`config.mk`:
```
export PLATFORM = sky130hd
export DESIGN_NAME = ssmc_top
export DESIGN_NICKNAME = d
export VERILOG_FILES = /design/src/ssmc_pkg.sv /design/src/ssmc_top.sv
export SDC_FILE = /design/constraint.sdc
export NUM_CORES = 1
export LEC_CHECK = 0
export BUFFER_PORTS_ARGS = -buffer_cell sky130_fd_sc_hd__buf_2
export CAP_MARGIN = 20
export CORE_MARGIN = 10
export CORE_UTILIZATION = 42
export DETAILED_ROUTE_END_ITERATION = 16
export PLACE_DENSITY = 0.68
export SLEW_MARGIN = 20
export SYNTH_ARGS = -nofsm -noshare
export SYNTH_HDL_FRONTEND = slang
export SYNTH_SLANG_ARGS = --single-unit
```
`constraint.sdc`:
```
create_clock -name REF_CLK -period 2.3 [get_ports REF_CLK]
set_clock_uncertainty 0.05 [all_clocks]
set_input_delay 0.23 -clock REF_CLK [delete_from_list [all_inputs] [get_ports REF_CLK]]
set_output_delay 0.23 -clock REF_CLK [all_outputs]
set_load 0.005 [all_outputs]
```
`src/ssmc_pkg.sv`:
```
package ssmc_pkg;
   localparam int unsigned CLK_MHZ  = 200;
   localparam int unsigned SLOW_US  = 150;
   localparam int unsigned FAST_US  = 2;
   localparam int unsigned SLOW_CYC = SLOW_US * CLK_MHZ;
   localparam int unsigned FAST_CYC = FAST_US * CLK_MHZ;
   localparam int unsigned CNT_W    = 15;

   localparam logic [7:0] ADR_LOW_CTL  = 8'h00;
   localparam logic [7:0] ADR_HIGH_CTL = 8'h04;
   localparam logic [7:0] ADR_CLK_CTL  = 8'h08;
   localparam logic [7:0] ADR_STATUS   = 8'h0C;
   localparam logic [7:0] ADR_IRQ_STAT = 8'h10;
   localparam logic [7:0] ADR_IRQ_MASK = 8'h14;

   localparam logic [5:0] CTL_RST    = 6'h11;
   localparam logic [2:0] DIV_RST    = 3'h0;
   localparam logic [2:0] DIV_BY_TWO = 3'h1;
   localparam int unsigned DIV_CNT_W = 7;

   localparam int unsigned IRQ_W    = 3;
   localparam int unsigned IRQ_LOW  = 0;
   localparam int unsigned IRQ_HIGH = 1;
   localparam int unsigned IRQ_WAKE = 2;

   typedef struct packed {
      logic mon_fp;
      logic mon_en;
      logic auto_ctl;
      logic full_perf;
      logic keep;
      logic en;
   } ssmc_side_s;

   typedef enum logic [1:0] {
      CMP_OFF    = 2'h0,
      CMP_NORMAL = 2'h1,
      CMP_FULL   = 2'h3
   } ssmc_cmp_e;

   typedef struct packed {
      ssmc_cmp_e sup;
      ssmc_cmp_e mon;
   } ssmc_cmp_s;

   typedef enum logic [1:0] {
      PM_ACTIVE = 2'h0,
      PM_DEEP   = 2'h1,
      PM_WAKE   = 2'h3
   } ssmc_pm_e;
endpackage

```
`src/ssmc_top.sv`:
```
module ssmc_top #(
   parameter int unsigned SLOW_CYC = ssmc_pkg::SLOW_CYC
) (
   // clock and reset
   input  wire logic        REF_CLK,
   input  wire logic        SRST,
   input  wire logic        CE,
   // wishbone slave
   input  wire logic        WB_CYC_I,
   input  wire logic        WB_STB_I,
   input  wire logic        WB_WE_I,
   input  wire logic [7:0]  WB_ADR_I,
   input  wire logic [3:0]  WB_SEL_I,
   input  wire logic [31:0] WB_DAT_I,
   output logic      [31:0] WB_DAT_O,
   output logic             WB_ACK_O,
   // power mode request, high while deep modes are wanted
   input  wire logic        DEEP_REQ,
   // comparator states and clocking
   output ssmc_pkg::ssmc_cmp_s LOW_CMP,
   output ssmc_pkg::ssmc_cmp_s HIGH_CMP,
   output logic             CPU_EXEC_MASK,
   output logic             MAIN_CLK_EN,
   output logic             SUB_CLK_EN,
   output logic             IRQ
);
   localparam logic [ssmc_pkg::CNT_W-1:0] SLOW_LD = ssmc_pkg::CNT_W'(SLOW_CYC);
   localparam logic [ssmc_pkg::CNT_W-1:0] FAST_LD = ssmc_pkg::CNT_W'(ssmc_pkg::FAST_CYC);

   ssmc_pkg::ssmc_side_s            low_ctl;
   ssmc_pkg::ssmc_side_s            high_ctl;
   logic [2:0]                      clk_div;
   logic                            sub_from_osc;
   logic [ssmc_pkg::IRQ_W-1:0]      irq_stat;
   logic [ssmc_pkg::IRQ_W-1:0]      irq_mask;
   ssmc_pkg::ssmc_pm_e              pm;
   logic [ssmc_pkg::CNT_W-1:0]      low_cnt;
   logic [ssmc_pkg::CNT_W-1:0]      high_cnt;
   logic [ssmc_pkg::CNT_W-1:0]      wake_cnt;
   logic [ssmc_pkg::DIV_CNT_W-1:0]  div_cnt;
   logic                            req;
   logic                            wr;
   logic                            low_wr;
   logic                            high_wr;
   logic                            pm_edge;
   logic                            wake_slow;
   logic                            low_done;
   logic                            high_done;
   logic                            wake_done;
   logic [ssmc_pkg::IRQ_W-1:0]      irq_set;
   logic [ssmc_pkg::DIV_CNT_W-1:0]  div_mask;
   logic [31:0]                     next_rdata;
   ssmc_pkg::ssmc_cmp_s             next_low;
   ssmc_pkg::ssmc_cmp_s             next_high;
   ssmc_pkg::ssmc_side_s            wr_ctl;

   function automatic ssmc_pkg::ssmc_cmp_e act_state(logic en, logic fp);
      if (!en)
         return ssmc_pkg::CMP_OFF;
      return fp ? ssmc_pkg::CMP_FULL : ssmc_pkg::CMP_NORMAL;
   endfunction

   function automatic ssmc_pkg::ssmc_cmp_e sup_state(ssmc_pkg::ssmc_side_s c, logic deep);
      if (!deep)
         return act_state(c.en, c.full_perf);
      if (c.auto_ctl)
         return (c.en && c.keep && c.full_perf) ? ssmc_pkg::CMP_NORMAL : ssmc_pkg::CMP_OFF;
      return c.keep ? act_state(c.en, c.full_perf) : ssmc_pkg::CMP_OFF;
   endfunction

   function automatic ssmc_pkg::ssmc_cmp_e mon_state(ssmc_pkg::ssmc_side_s c, logic deep);
      if (!deep || !c.auto_ctl)
         return act_state(c.mon_en, c.mon_fp);
      return (c.mon_en && c.mon_fp) ? ssmc_pkg::CMP_NORMAL : ssmc_pkg::CMP_OFF;
   endfunction

   // bus decode: a write lands at the edge where ack is sampled
   assign req     = WB_CYC_I && WB_STB_I;
   assign wr      = req && WB_ACK_O && WB_WE_I && WB_SEL_I[0];
   assign low_wr  = wr && (WB_ADR_I == ssmc_pkg::ADR_LOW_CTL);
   assign high_wr = wr && (WB_ADR_I == ssmc_pkg::ADR_HIGH_CTL);
   assign wr_ctl  = WB_DAT_I[5:0];

   always_ff @(posedge REF_CLK) begin
      if (SRST)
         WB_ACK_O <= 1'b0;
      else if (CE)
         WB_ACK_O <= req && !WB_ACK_O;
   end

   always_comb begin
      next_rdata = 32'h0000_0000;
      unique case (WB_ADR_I)
         ssmc_pkg::ADR_LOW_CTL:  next_rdata[5:0] = low_ctl;
         ssmc_pkg::ADR_HIGH_CTL: next_rdata[5:0] = high_ctl;
         ssmc_pkg::ADR_CLK_CTL:  next_rdata[3:0] = {sub_from_osc, clk_div};
         ssmc_pkg::ADR_STATUS:
            next_rdata[12:0] = {CPU_EXEC_MASK, HIGH_CMP, LOW_CMP, pm,
                                high_cnt != '0, low_cnt != '0};
         ssmc_pkg::ADR_IRQ_STAT: next_rdata[ssmc_pkg::IRQ_W-1:0] = irq_stat;
         ssmc_pkg::ADR_IRQ_MASK: next_rdata[ssmc_pkg::IRQ_W-1:0] = irq_mask;
         default:                next_rdata = 32'h0000_0000;
      endcase
   end

   always_ff @(posedge REF_CLK) begin
      if (SRST)
         WB_DAT_O <= 32'h0000_0000;
      else if (CE && req && !WB_ACK_O)
         WB_DAT_O <= next_rdata;
   end

   // control registers
   always_ff @(posedge REF_CLK) begin
      if (SRST) begin
         low_ctl      <= ssmc_pkg::CTL_RST;
         high_ctl     <= ssmc_pkg::CTL_RST;
         clk_div      <= ssmc_pkg::DIV_RST;
         sub_from_osc <= 1'b1;
         irq_mask     <= '0;
      end else if (CE && wr) begin
         if (low_wr)
            low_ctl <= WB_DAT_I[5:0];
         if (high_wr)
            high_ctl <= WB_DAT_I[5:0];
         if (WB_ADR_I == ssmc_pkg::ADR_CLK_CTL)
            {sub_from_osc, clk_div} <= WB_DAT_I[3:0];
         if (WB_ADR_I == ssmc_pkg::ADR_IRQ_MASK)
            irq_mask <= WB_DAT_I[ssmc_pkg::IRQ_W-1:0];
      end
   end

   // power mode sequence
   always_ff @(posedge REF_CLK) begin
      if (SRST)
         pm <= ssmc_pkg::PM_ACTIVE;
      else if (CE) begin
         unique case (pm)
            ssmc_pkg::PM_ACTIVE: if (DEEP_REQ) pm <= ssmc_pkg::PM_DEEP;
            ssmc_pkg::PM_DEEP:   if (!DEEP_REQ) pm <= ssmc_pkg::PM_WAKE;
            ssmc_pkg::PM_WAKE:   if (wake_cnt == 'd1) pm <= ssmc_pkg::PM_ACTIVE;
            default:             pm <= ssmc_pkg::PM_ACTIVE;
         endcase
      end
   end

   assign pm_edge = (pm == ssmc_pkg::PM_ACTIVE && DEEP_REQ)
                 || (pm == ssmc_pkg::PM_DEEP && !DEEP_REQ);

   // slow mask - any low comparator in normal state
   assign wake_slow = act_state(low_ctl.en, low_ctl.full_perf) == ssmc_pkg::CMP_NORMAL
                   || act_state(low_ctl.mon_en, low_ctl.mon_fp) == ssmc_pkg::CMP_NORMAL;

   always_ff @(posedge REF_CLK) begin
      if (SRST)
         wake_cnt <= '0;
      else if (CE) begin
         if (pm == ssmc_pkg::PM_DEEP && !DEEP_REQ)
            wake_cnt <= wake_slow ? SLOW_LD : FAST_LD;
         else if (wake_cnt != '0)
            wake_cnt <= wake_cnt - 1'b1;
      end
   end

   assign CPU_EXEC_MASK = (pm == ssmc_pkg::PM_WAKE);

   // settle timers restart on write or on entering or leaving deep mode
   // a write settles for the performance bit it writes, not the old one
   always_ff @(posedge REF_CLK) begin
      if (SRST)
         low_cnt <= '0;
      else if (CE) begin
         if (low_wr)
            low_cnt <= wr_ctl.full_perf ? FAST_LD : SLOW_LD;
         else if (pm_edge)
            low_cnt <= low_ctl.full_perf ? FAST_LD : SLOW_LD;
         else if (low_cnt != '0)
            low_cnt <= low_cnt - 1'b1;
      end
   end

   always_ff @(posedge REF_CLK) begin
      if (SRST)
         high_cnt <= '0;
      else if (CE) begin
         if (high_wr)
            high_cnt <= wr_ctl.full_perf ? FAST_LD : SLOW_LD;
         else if (pm_edge)
            high_cnt <= high_ctl.full_perf ? FAST_LD : SLOW_LD;
         else if (high_cnt != '0)
            high_cnt <= high_cnt - 1'b1;
      end
   end

   always_comb begin
      next_low.sup  = sup_state(low_ctl, pm == ssmc_pkg::PM_DEEP);
      next_low.mon  = mon_state(low_ctl, pm == ssmc_pkg::PM_DEEP);
      next_high.sup = sup_state(high_ctl, pm == ssmc_pkg::PM_DEEP);
      next_high.mon = mon_state(high_ctl, pm == ssmc_pkg::PM_DEEP);
   end

   always_ff @(posedge REF_CLK) begin
      if (SRST) begin
         LOW_CMP  <= '{ssmc_pkg::CMP_OFF, ssmc_pkg::CMP_OFF};
         HIGH_CMP <= '{ssmc_pkg::CMP_OFF, ssmc_pkg::CMP_OFF};
      end else if (CE) begin
         LOW_CMP  <= next_low;
         HIGH_CMP <= next_high;
      end
   end

   // main clock enable divided by two to the field value
   assign div_mask = ssmc_pkg::DIV_CNT_W'(8'hFF >> (4'd8 - {1'b0, clk_div}));

   always_ff @(posedge REF_CLK) begin
      if (SRST) begin
         div_cnt     <= '0;
         MAIN_CLK_EN <= 1'b0;
      end else if (CE) begin
         div_cnt     <= div_cnt + 1'b1;
         MAIN_CLK_EN <= (div_cnt & div_mask) == '0;
      end
   end

   // oscillator-fed subsystem clock is never held during wake-up
   always_ff @(posedge REF_CLK) begin
      if (SRST)
         SUB_CLK_EN <= 1'b1;
      else if (CE)
         SUB_CLK_EN <= sub_from_osc || (pm != ssmc_pkg::PM_WAKE);
   end

   // interrupt events; a set beats a write-one clear
   assign low_done  = low_cnt == 'd1;
   assign high_done = high_cnt == 'd1;
   assign wake_done = (pm == ssmc_pkg::PM_WAKE) && (wake_cnt == 'd1);
   assign irq_set   = {wake_done, high_done, low_done};

   always_ff @(posedge REF_CLK) begin
      if (SRST)
         irq_stat <= '0;
      else if (CE) begin
         if (wr && WB_ADR_I == ssmc_pkg::ADR_IRQ_STAT)
            irq_stat <= (irq_stat & ~WB_DAT_I[ssmc_pkg::IRQ_W-1:0]) | irq_set;
         else
            irq_stat <= irq_stat | irq_set;
      end
   end

   assign IRQ = |(irq_stat & irq_mask);

   chk_low_sup_active: assert property (@(posedge REF_CLK) disable iff (SRST)
      CE && pm == ssmc_pkg::PM_ACTIVE && low_ctl.en && !low_ctl.full_perf
      |=> LOW_CMP.sup == ssmc_pkg::CMP_NORMAL)
      else $error("low supervisor not normal in active mode");

   chk_low_manual_off: assert property (@(posedge REF_CLK) disable iff (SRST)
      CE && pm == ssmc_pkg::PM_DEEP && !low_ctl.auto_ctl && !low_ctl.keep
      |=> LOW_CMP.sup == ssmc_pkg::CMP_OFF)
      else $error("low supervisor not off in deep mode");

   chk_low_auto_drop: assert property (@(posedge REF_CLK) disable iff (SRST)
      CE && pm == ssmc_pkg::PM_DEEP && low_ctl == 6'h0F
      |=> LOW_CMP.sup == ssmc_pkg::CMP_NORMAL)
      else $error("low supervisor did not drop to normal");

   chk_wake_fast_mask: assert property (@(posedge REF_CLK) disable iff (SRST)
      CE && pm == ssmc_pkg::PM_DEEP && !DEEP_REQ && !wake_slow
      |=> wake_cnt == FAST_LD && CPU_EXEC_MASK)
      else $error("fast wake mask length wrong");

   chk_wake_slow_mask: assert property (@(posedge REF_CLK) disable iff (SRST)
      CE && pm == ssmc_pkg::PM_DEEP && !DEEP_REQ && wake_slow
      |=> wake_cnt == SLOW_LD ##1 CPU_EXEC_MASK)
      else $error("slow wake mask length wrong");

   chk_low_mon_keep: assert property (@(posedge REF_CLK) disable iff (SRST)
      CE && pm == ssmc_pkg::PM_DEEP && !low_ctl.auto_ctl && low_ctl.mon_en
      |=> LOW_CMP.mon != ssmc_pkg::CMP_OFF)
      else $error("low monitor lost its state");

   chk_high_sup_active: assert property (@(posedge REF_CLK) disable iff (SRST)
      CE && pm != ssmc_pkg::PM_DEEP && high_ctl.en && high_ctl.full_perf
      |=> HIGH_CMP.sup == ssmc_pkg::CMP_FULL)
      else $error("high supervisor not full");

   chk_high_manual_off: assert property (@(posedge REF_CLK) disable iff (SRST)
      CE && pm == ssmc_pkg::PM_DEEP && !high_ctl.auto_ctl && !high_ctl.keep
      |=> HIGH_CMP.sup == ssmc_pkg::CMP_OFF)
      else $error("high supervisor not off in deep mode");

   chk_high_auto_off: assert property (@(posedge REF_CLK) disable iff (SRST)
      CE && pm == ssmc_pkg::PM_DEEP && high_ctl.auto_ctl && !high_ctl.full_perf
      |=> HIGH_CMP.sup == ssmc_pkg::CMP_OFF)
      else $error("high supervisor on under auto control");

   chk_high_mon_off: assert property (@(posedge REF_CLK) disable iff (SRST)
      CE && !high_ctl.mon_en |=> HIGH_CMP.mon == ssmc_pkg::CMP_OFF)
      else $error("disabled high monitor is on");

   chk_settle_load: assert property (@(posedge REF_CLK) disable iff (SRST)
      CE && (low_wr || pm_edge)
      |=> low_cnt == (low_ctl.full_perf ? FAST_LD : SLOW_LD))
      else $error("low settle delay wrong");

   chk_settle_flag: assert property (@(posedge REF_CLK) disable iff (SRST)
      CE && high_wr |=> high_cnt != '0)
      else $error("high settle flag not set after write");

   chk_sub_clk_raw: assert property (@(posedge REF_CLK) disable iff (SRST)
      CE && sub_from_osc |=> SUB_CLK_EN)
      else $error("oscillator subsystem clock was masked");

   chk_div_two: assert property (@(posedge REF_CLK) disable iff (SRST)
      CE && clk_div == ssmc_pkg::DIV_BY_TWO && $past(CE) && $past(clk_div) == clk_div
      |=> MAIN_CLK_EN != $past(MAIN_CLK_EN))
      else $error("divide by two not alternating");

   chk_low_sup_full: assert property (@(posedge REF_CLK) disable iff (SRST)
      CE && pm != ssmc_pkg::PM_DEEP && low_ctl.en && low_ctl.full_perf
      |=> LOW_CMP.sup == ssmc_pkg::CMP_FULL)
      else $error("low supervisor not full in active mode");

   chk_low_sup_off: assert property (@(posedge REF_CLK) disable iff (SRST)
      CE && pm != ssmc_pkg::PM_DEEP && !low_ctl.en
      |=> LOW_CMP.sup == ssmc_pkg::CMP_OFF)
      else $error("disabled low supervisor is on");

   chk_low_manual_keep: assert property (@(posedge REF_CLK) disable iff (SRST)
      CE && pm == ssmc_pkg::PM_DEEP && !low_ctl.auto_ctl && low_ctl.keep && low_ctl.en
      && low_ctl.full_perf |=> LOW_CMP.sup == ssmc_pkg::CMP_FULL)
      else $error("low supervisor did not keep full state");

   chk_low_auto_off: assert property (@(posedge REF_CLK) disable iff (SRST)
      CE && pm == ssmc_pkg::PM_DEEP && low_ctl.auto_ctl
      && !(low_ctl.en && low_ctl.keep && low_ctl.full_perf)
      |=> LOW_CMP.sup == ssmc_pkg::CMP_OFF)
      else $error("low supervisor on under auto control");

   chk_low_mon_auto: assert property (@(posedge REF_CLK) disable iff (SRST)
      CE && pm == ssmc_pkg::PM_DEEP && low_ctl.auto_ctl && low_ctl.mon_en && !low_ctl.mon_fp
      |=> LOW_CMP.mon == ssmc_pkg::CMP_OFF)
      else $error("low monitor on under auto control");

   chk_high_sup_off: assert property (@(posedge REF_CLK) disable iff (SRST)
      CE && pm != ssmc_pkg::PM_DEEP && !high_ctl.en
      |=> HIGH_CMP.sup == ssmc_pkg::CMP_OFF)
      else $error("disabled high supervisor is on");

   chk_high_manual_keep: assert property (@(posedge REF_CLK) disable iff (SRST)
      CE && pm == ssmc_pkg::PM_DEEP && !high_ctl.auto_ctl && high_ctl.keep && high_ctl.en
      && !high_ctl.full_perf |=> HIGH_CMP.sup == ssmc_pkg::CMP_NORMAL)
      else $error("high supervisor did not keep normal state");

   chk_high_auto_drop: assert property (@(posedge REF_CLK) disable iff (SRST)
      CE && pm == ssmc_pkg::PM_DEEP && high_ctl.auto_ctl && high_ctl.en && high_ctl.keep
      && high_ctl.full_perf |=> HIGH_CMP.sup == ssmc_pkg::CMP_NORMAL)
      else $error("high supervisor did not drop to normal");

   chk_wake_mask_end: assert property (@(posedge REF_CLK) disable iff (SRST)
      CE && pm == ssmc_pkg::PM_WAKE && wake_cnt == 'd1 |=> !CPU_EXEC_MASK)
      else $error("wake mask outlived its count");

   chk_low_settle_flag: assert property (@(posedge REF_CLK) disable iff (SRST)
      CE && low_wr |=> low_cnt != '0)
      else $error("low settle flag not set after write");

   chk_high_settle_load: assert property (@(posedge REF_CLK) disable iff (SRST)
      CE && (high_wr || pm_edge)
      |=> high_cnt == (high_ctl.full_perf ? FAST_LD : SLOW_LD))
      else $error("high settle delay wrong");

   chk_settle_irq_set: assert property (@(posedge REF_CLK) disable iff (SRST)
      CE && low_done |=> irq_stat[ssmc_pkg::IRQ_LOW])
      else $error("low settle done event lost");
endmodule

```
==> qor.csv <==
stage,metric,value,unit
clock_network,path_clk_slew,80,ps
sta,relSlewSlack,55.30,%
final_layout,syn2layout_area_growth,17.00,%
synthesis,synth_edf_count,0,
clock_network,numCtsBuffers,9,
power,power.leakage,2.441,nW
worst_setup_path,rrSetupSlack,100,ps
floorplan,dieHeight,133.2,um
synthesis,syn-cell-area,0.005379,mm2
sta,period_share,95.73,%
clock_network,holdBufCountCts,0,
final_layout,nets,781,
sta,fmax,0.4542,GHz
synthesis,yosys.area_share.simple,24.89,%
drt,drc,0,
floorplan,die_w,133.2,um
power,power.total,0.006178,W
synthesis,synth.top_cell.area_share,37.22,%
synthesis,synthXorXnorAreaFrac,2.768,%
synthesis,syn_avg_cell_area,8.237,um2
sta,final_hold_viol_count,0,
clock_network,cts.htree.levels,3,
global_route,grt_overflow,0,
placed_design,gp_congestion,0.9399,
drt,wl_per_cell,16.74,um
synthesis,synth-async-reset-ratio,0,%
global_route,antenna_found_initial,0,
worst_setup_path,cp.required,2500,ps
flow_run,cap_violations,0,
sta,slew_viol_final,0,
drt,via_count,5184,
worst_setup_path,cp.arrival,2400,ps
worst_setup_path,critPathLaunchType,register,
drt,drt_iter0_drc,326,
sta,worstMarginPinSlew,666.3,ps
synthesis,synth_cell_type_count,69,
min_path,hp-class,in2reg,
synthesis,synth-compound-area-share,20.87,%
final_layout,drive_gt1_share,17.98,%
clock_network,clock-sinks,100,
global_route,grt_max_degree,50,
power,p_per_area,981.7,mW/mm2
global_route,grt_pass1_wl,24750,um
synthesis,muxShareOfSynthArea,4.280,%
synthesis,synth_warnings,0,
worst_setup_path,crit_type,reg2reg,
clock_network,clock_latency,360,ps
global_route,grt_pass1_vias,5021,
worst_setup_path,crit_path_end_kind,register,
synthesis,seq_area_frac_synth,37.22,%
clock_network,root_buffer,clkbuf_16,
synthesis,synth-seq-cells,100,
sta,finalSetupTns,0,ps
floorplan,start_util,42.80,%
floorplan,rows,41,
synthesis,syn-instance-count,653,
placed_design,numPortBuffers,47,
clock_network,cts_buffer_depth,2,
sta,fin_crit,2202,ps
synthesis,yosys_most_used_dff,dfxtp_1,
drt,detail_route.vias_per_cell,5.792,
final_layout,final_area,0.006294,mm2
synthesis,synth_fa_ha_area_share,2.791,%
run_status,status,finished clean,
synthesis,synth_top_family_by_area,simple AND/OR/NAND/NOR gates,
drt,antenna_left,0,
global_route,grt_usage,16.45,%
synthesis,yosys-top-cells-area,"dfxtp_1 37%, a21oi_1 6.0%, nand2_1 3.8%",
power,peakVddDrop,569.4,uV
drt,totalWireLength,14980,um
worst_setup_path,crit_fanout,7,
synthesis,synth_largest_area_cell,dfxtp_1,
floorplan,io_pins,96,
placed_design,place_area,0.005916,mm2
floorplan,fp.dieArea,0.01773,mm2
placed_design,dp_hpwl,10880,um
sta,finalSetupViolations,0,
clock_network,tritoncts,done,
floorplan,coreArea,0.01257,mm2
drt,first_pass_iters,7,
final_layout,antenna_cells,0,
-- placed cells by master (no fill, tap or decap), types with 4 or more instances in the layout --
cell and instances:
clkbuf_16 9, o211ai_1 6, nor2_1 52, or3_1 13
a31oi_1 9, xnor2_1 7, nor4_2 6, buf_2 47
o21ai_0 32, a21oi_1 64, conb_1 19, o31ai_1 9
o22ai_1 5, ha_1 12, inv_1 27, nand2_1 54
and3_1 8, buf_4 38, nand3_1 23, nor3_1 20
a221oi_1 4, or4_1 14, mux2i_1 13, nand2b_1 15
xor2_1 10, o32ai_1 5, a32o_1 5, dfxtp_1 100
or2_2 5, nand4_1 10, nor4_1 9
-- flip-flops by register name, summed over array words and instances (netlist names) --
signal,count
WB_ACK_O,1
LOW_CMP,4
pm,2
SUB_CLK_EN,1
clk_div,3
wake_cnt,15
low_ctl,6
MAIN_CLK_EN,1
sub_from_osc,1
high_ctl,6
div_cnt,7
irq_mask,3
high_cnt,15
low_cnt,15
WB_DAT_O,13
HIGH_CMP,4
irq_stat,3
-- where the power goes --
group	internal, W	switching (W)
combinational	0.00101	0.00137
sequential	0.00199	0.000276
clock	0.000772	0.000758
-- through the flow --
step	setup WS, ps	hold slack (ps)	std cells	utilization (%)
6_report	98.16	69.31	895	50.07
5_1_grt	-17.77	74.11	895	50.07
4_1_cts	13.87	62.73	892	49.48
3_3_place_gp	-76.23	388.8	876	47.07
3_5_place_dp	-134.3	392.8	876	47.07
2_1_floorplan	54.19	308.5	671	-
-- cell usage after synthesis (15+ instances only) --
cell,instances
a21oi_1,64
buf_4,20
clkbuf_1,26
dfxtp_1,100
inv_1,27
nand2_1,54
nand2b_1,15
nand3_1,23
nor2_1,52
nor3_1,21
o21ai_0,32
-- metal layers --
metal | up-vias | GRT usage [%] | part of all wire (%)
met5 | - | 0 | 0
met4 | 0 | 5.985 | 1.8
met3 | 21 | 3.083 | 5.4
met2 | 191 | 27.37 | 48
met1 | 2475 | 20.75 | 45
li1 | 2497 | - | -
-- timing repair --
item / in CTS / in global routing
endpoints found under the setup margin: 0 / 20
setup buffers: 0 / 2
gates resized for setup: 0 / 9
-- area by class of cell --
type / count / area [um2]
Fill cell: 1212 / 6275
Sequential cell: 100 / 2002
Inverter: 28 / 105.1
Timing Repair Buffer: 86 / 540.5
Tap cell: 172 / 215.2
Multi-Input combinational cell: 493 / 3128
Clock inverter: 7 / 77.57
Clock buffer: 9 / 225.2
-- cells by family (layout without fill, tap and decap cells) --
family | Yosys count | in the layout
and+or+nand+nor | 252 | 252
other | 1 | 19
buffers and inverters | 79 | 130
muxes | 18 | 18
DFF | 100 | 100
xor gates and xnor gates | 17 | 17
adders and majority gates | 12 | 12
AOI/OAI and AO/OA | 174 | 175
-- critical path, stage by stage (launching register included) --
cell and delay, ps:
dfxtp_1 380, or4_1 630, nor4_2 350, nor4b_1 310, o22ai_1 110, a32o_1 270
-- final timing paths --
check	from	to	cells past startpoint
setup / recovery	low_cnt[4]	low_cnt[13]	5
setup reg to reg	low_cnt[4]	low_cnt[13]	5
hold / removal	WB_DAT_I[4]	low_ctl[4]	3
hold reg to reg	WB_DAT_O[12]	WB_DAT_O[12]	2
Note: power is estimated with default switching activity, not from simulation.
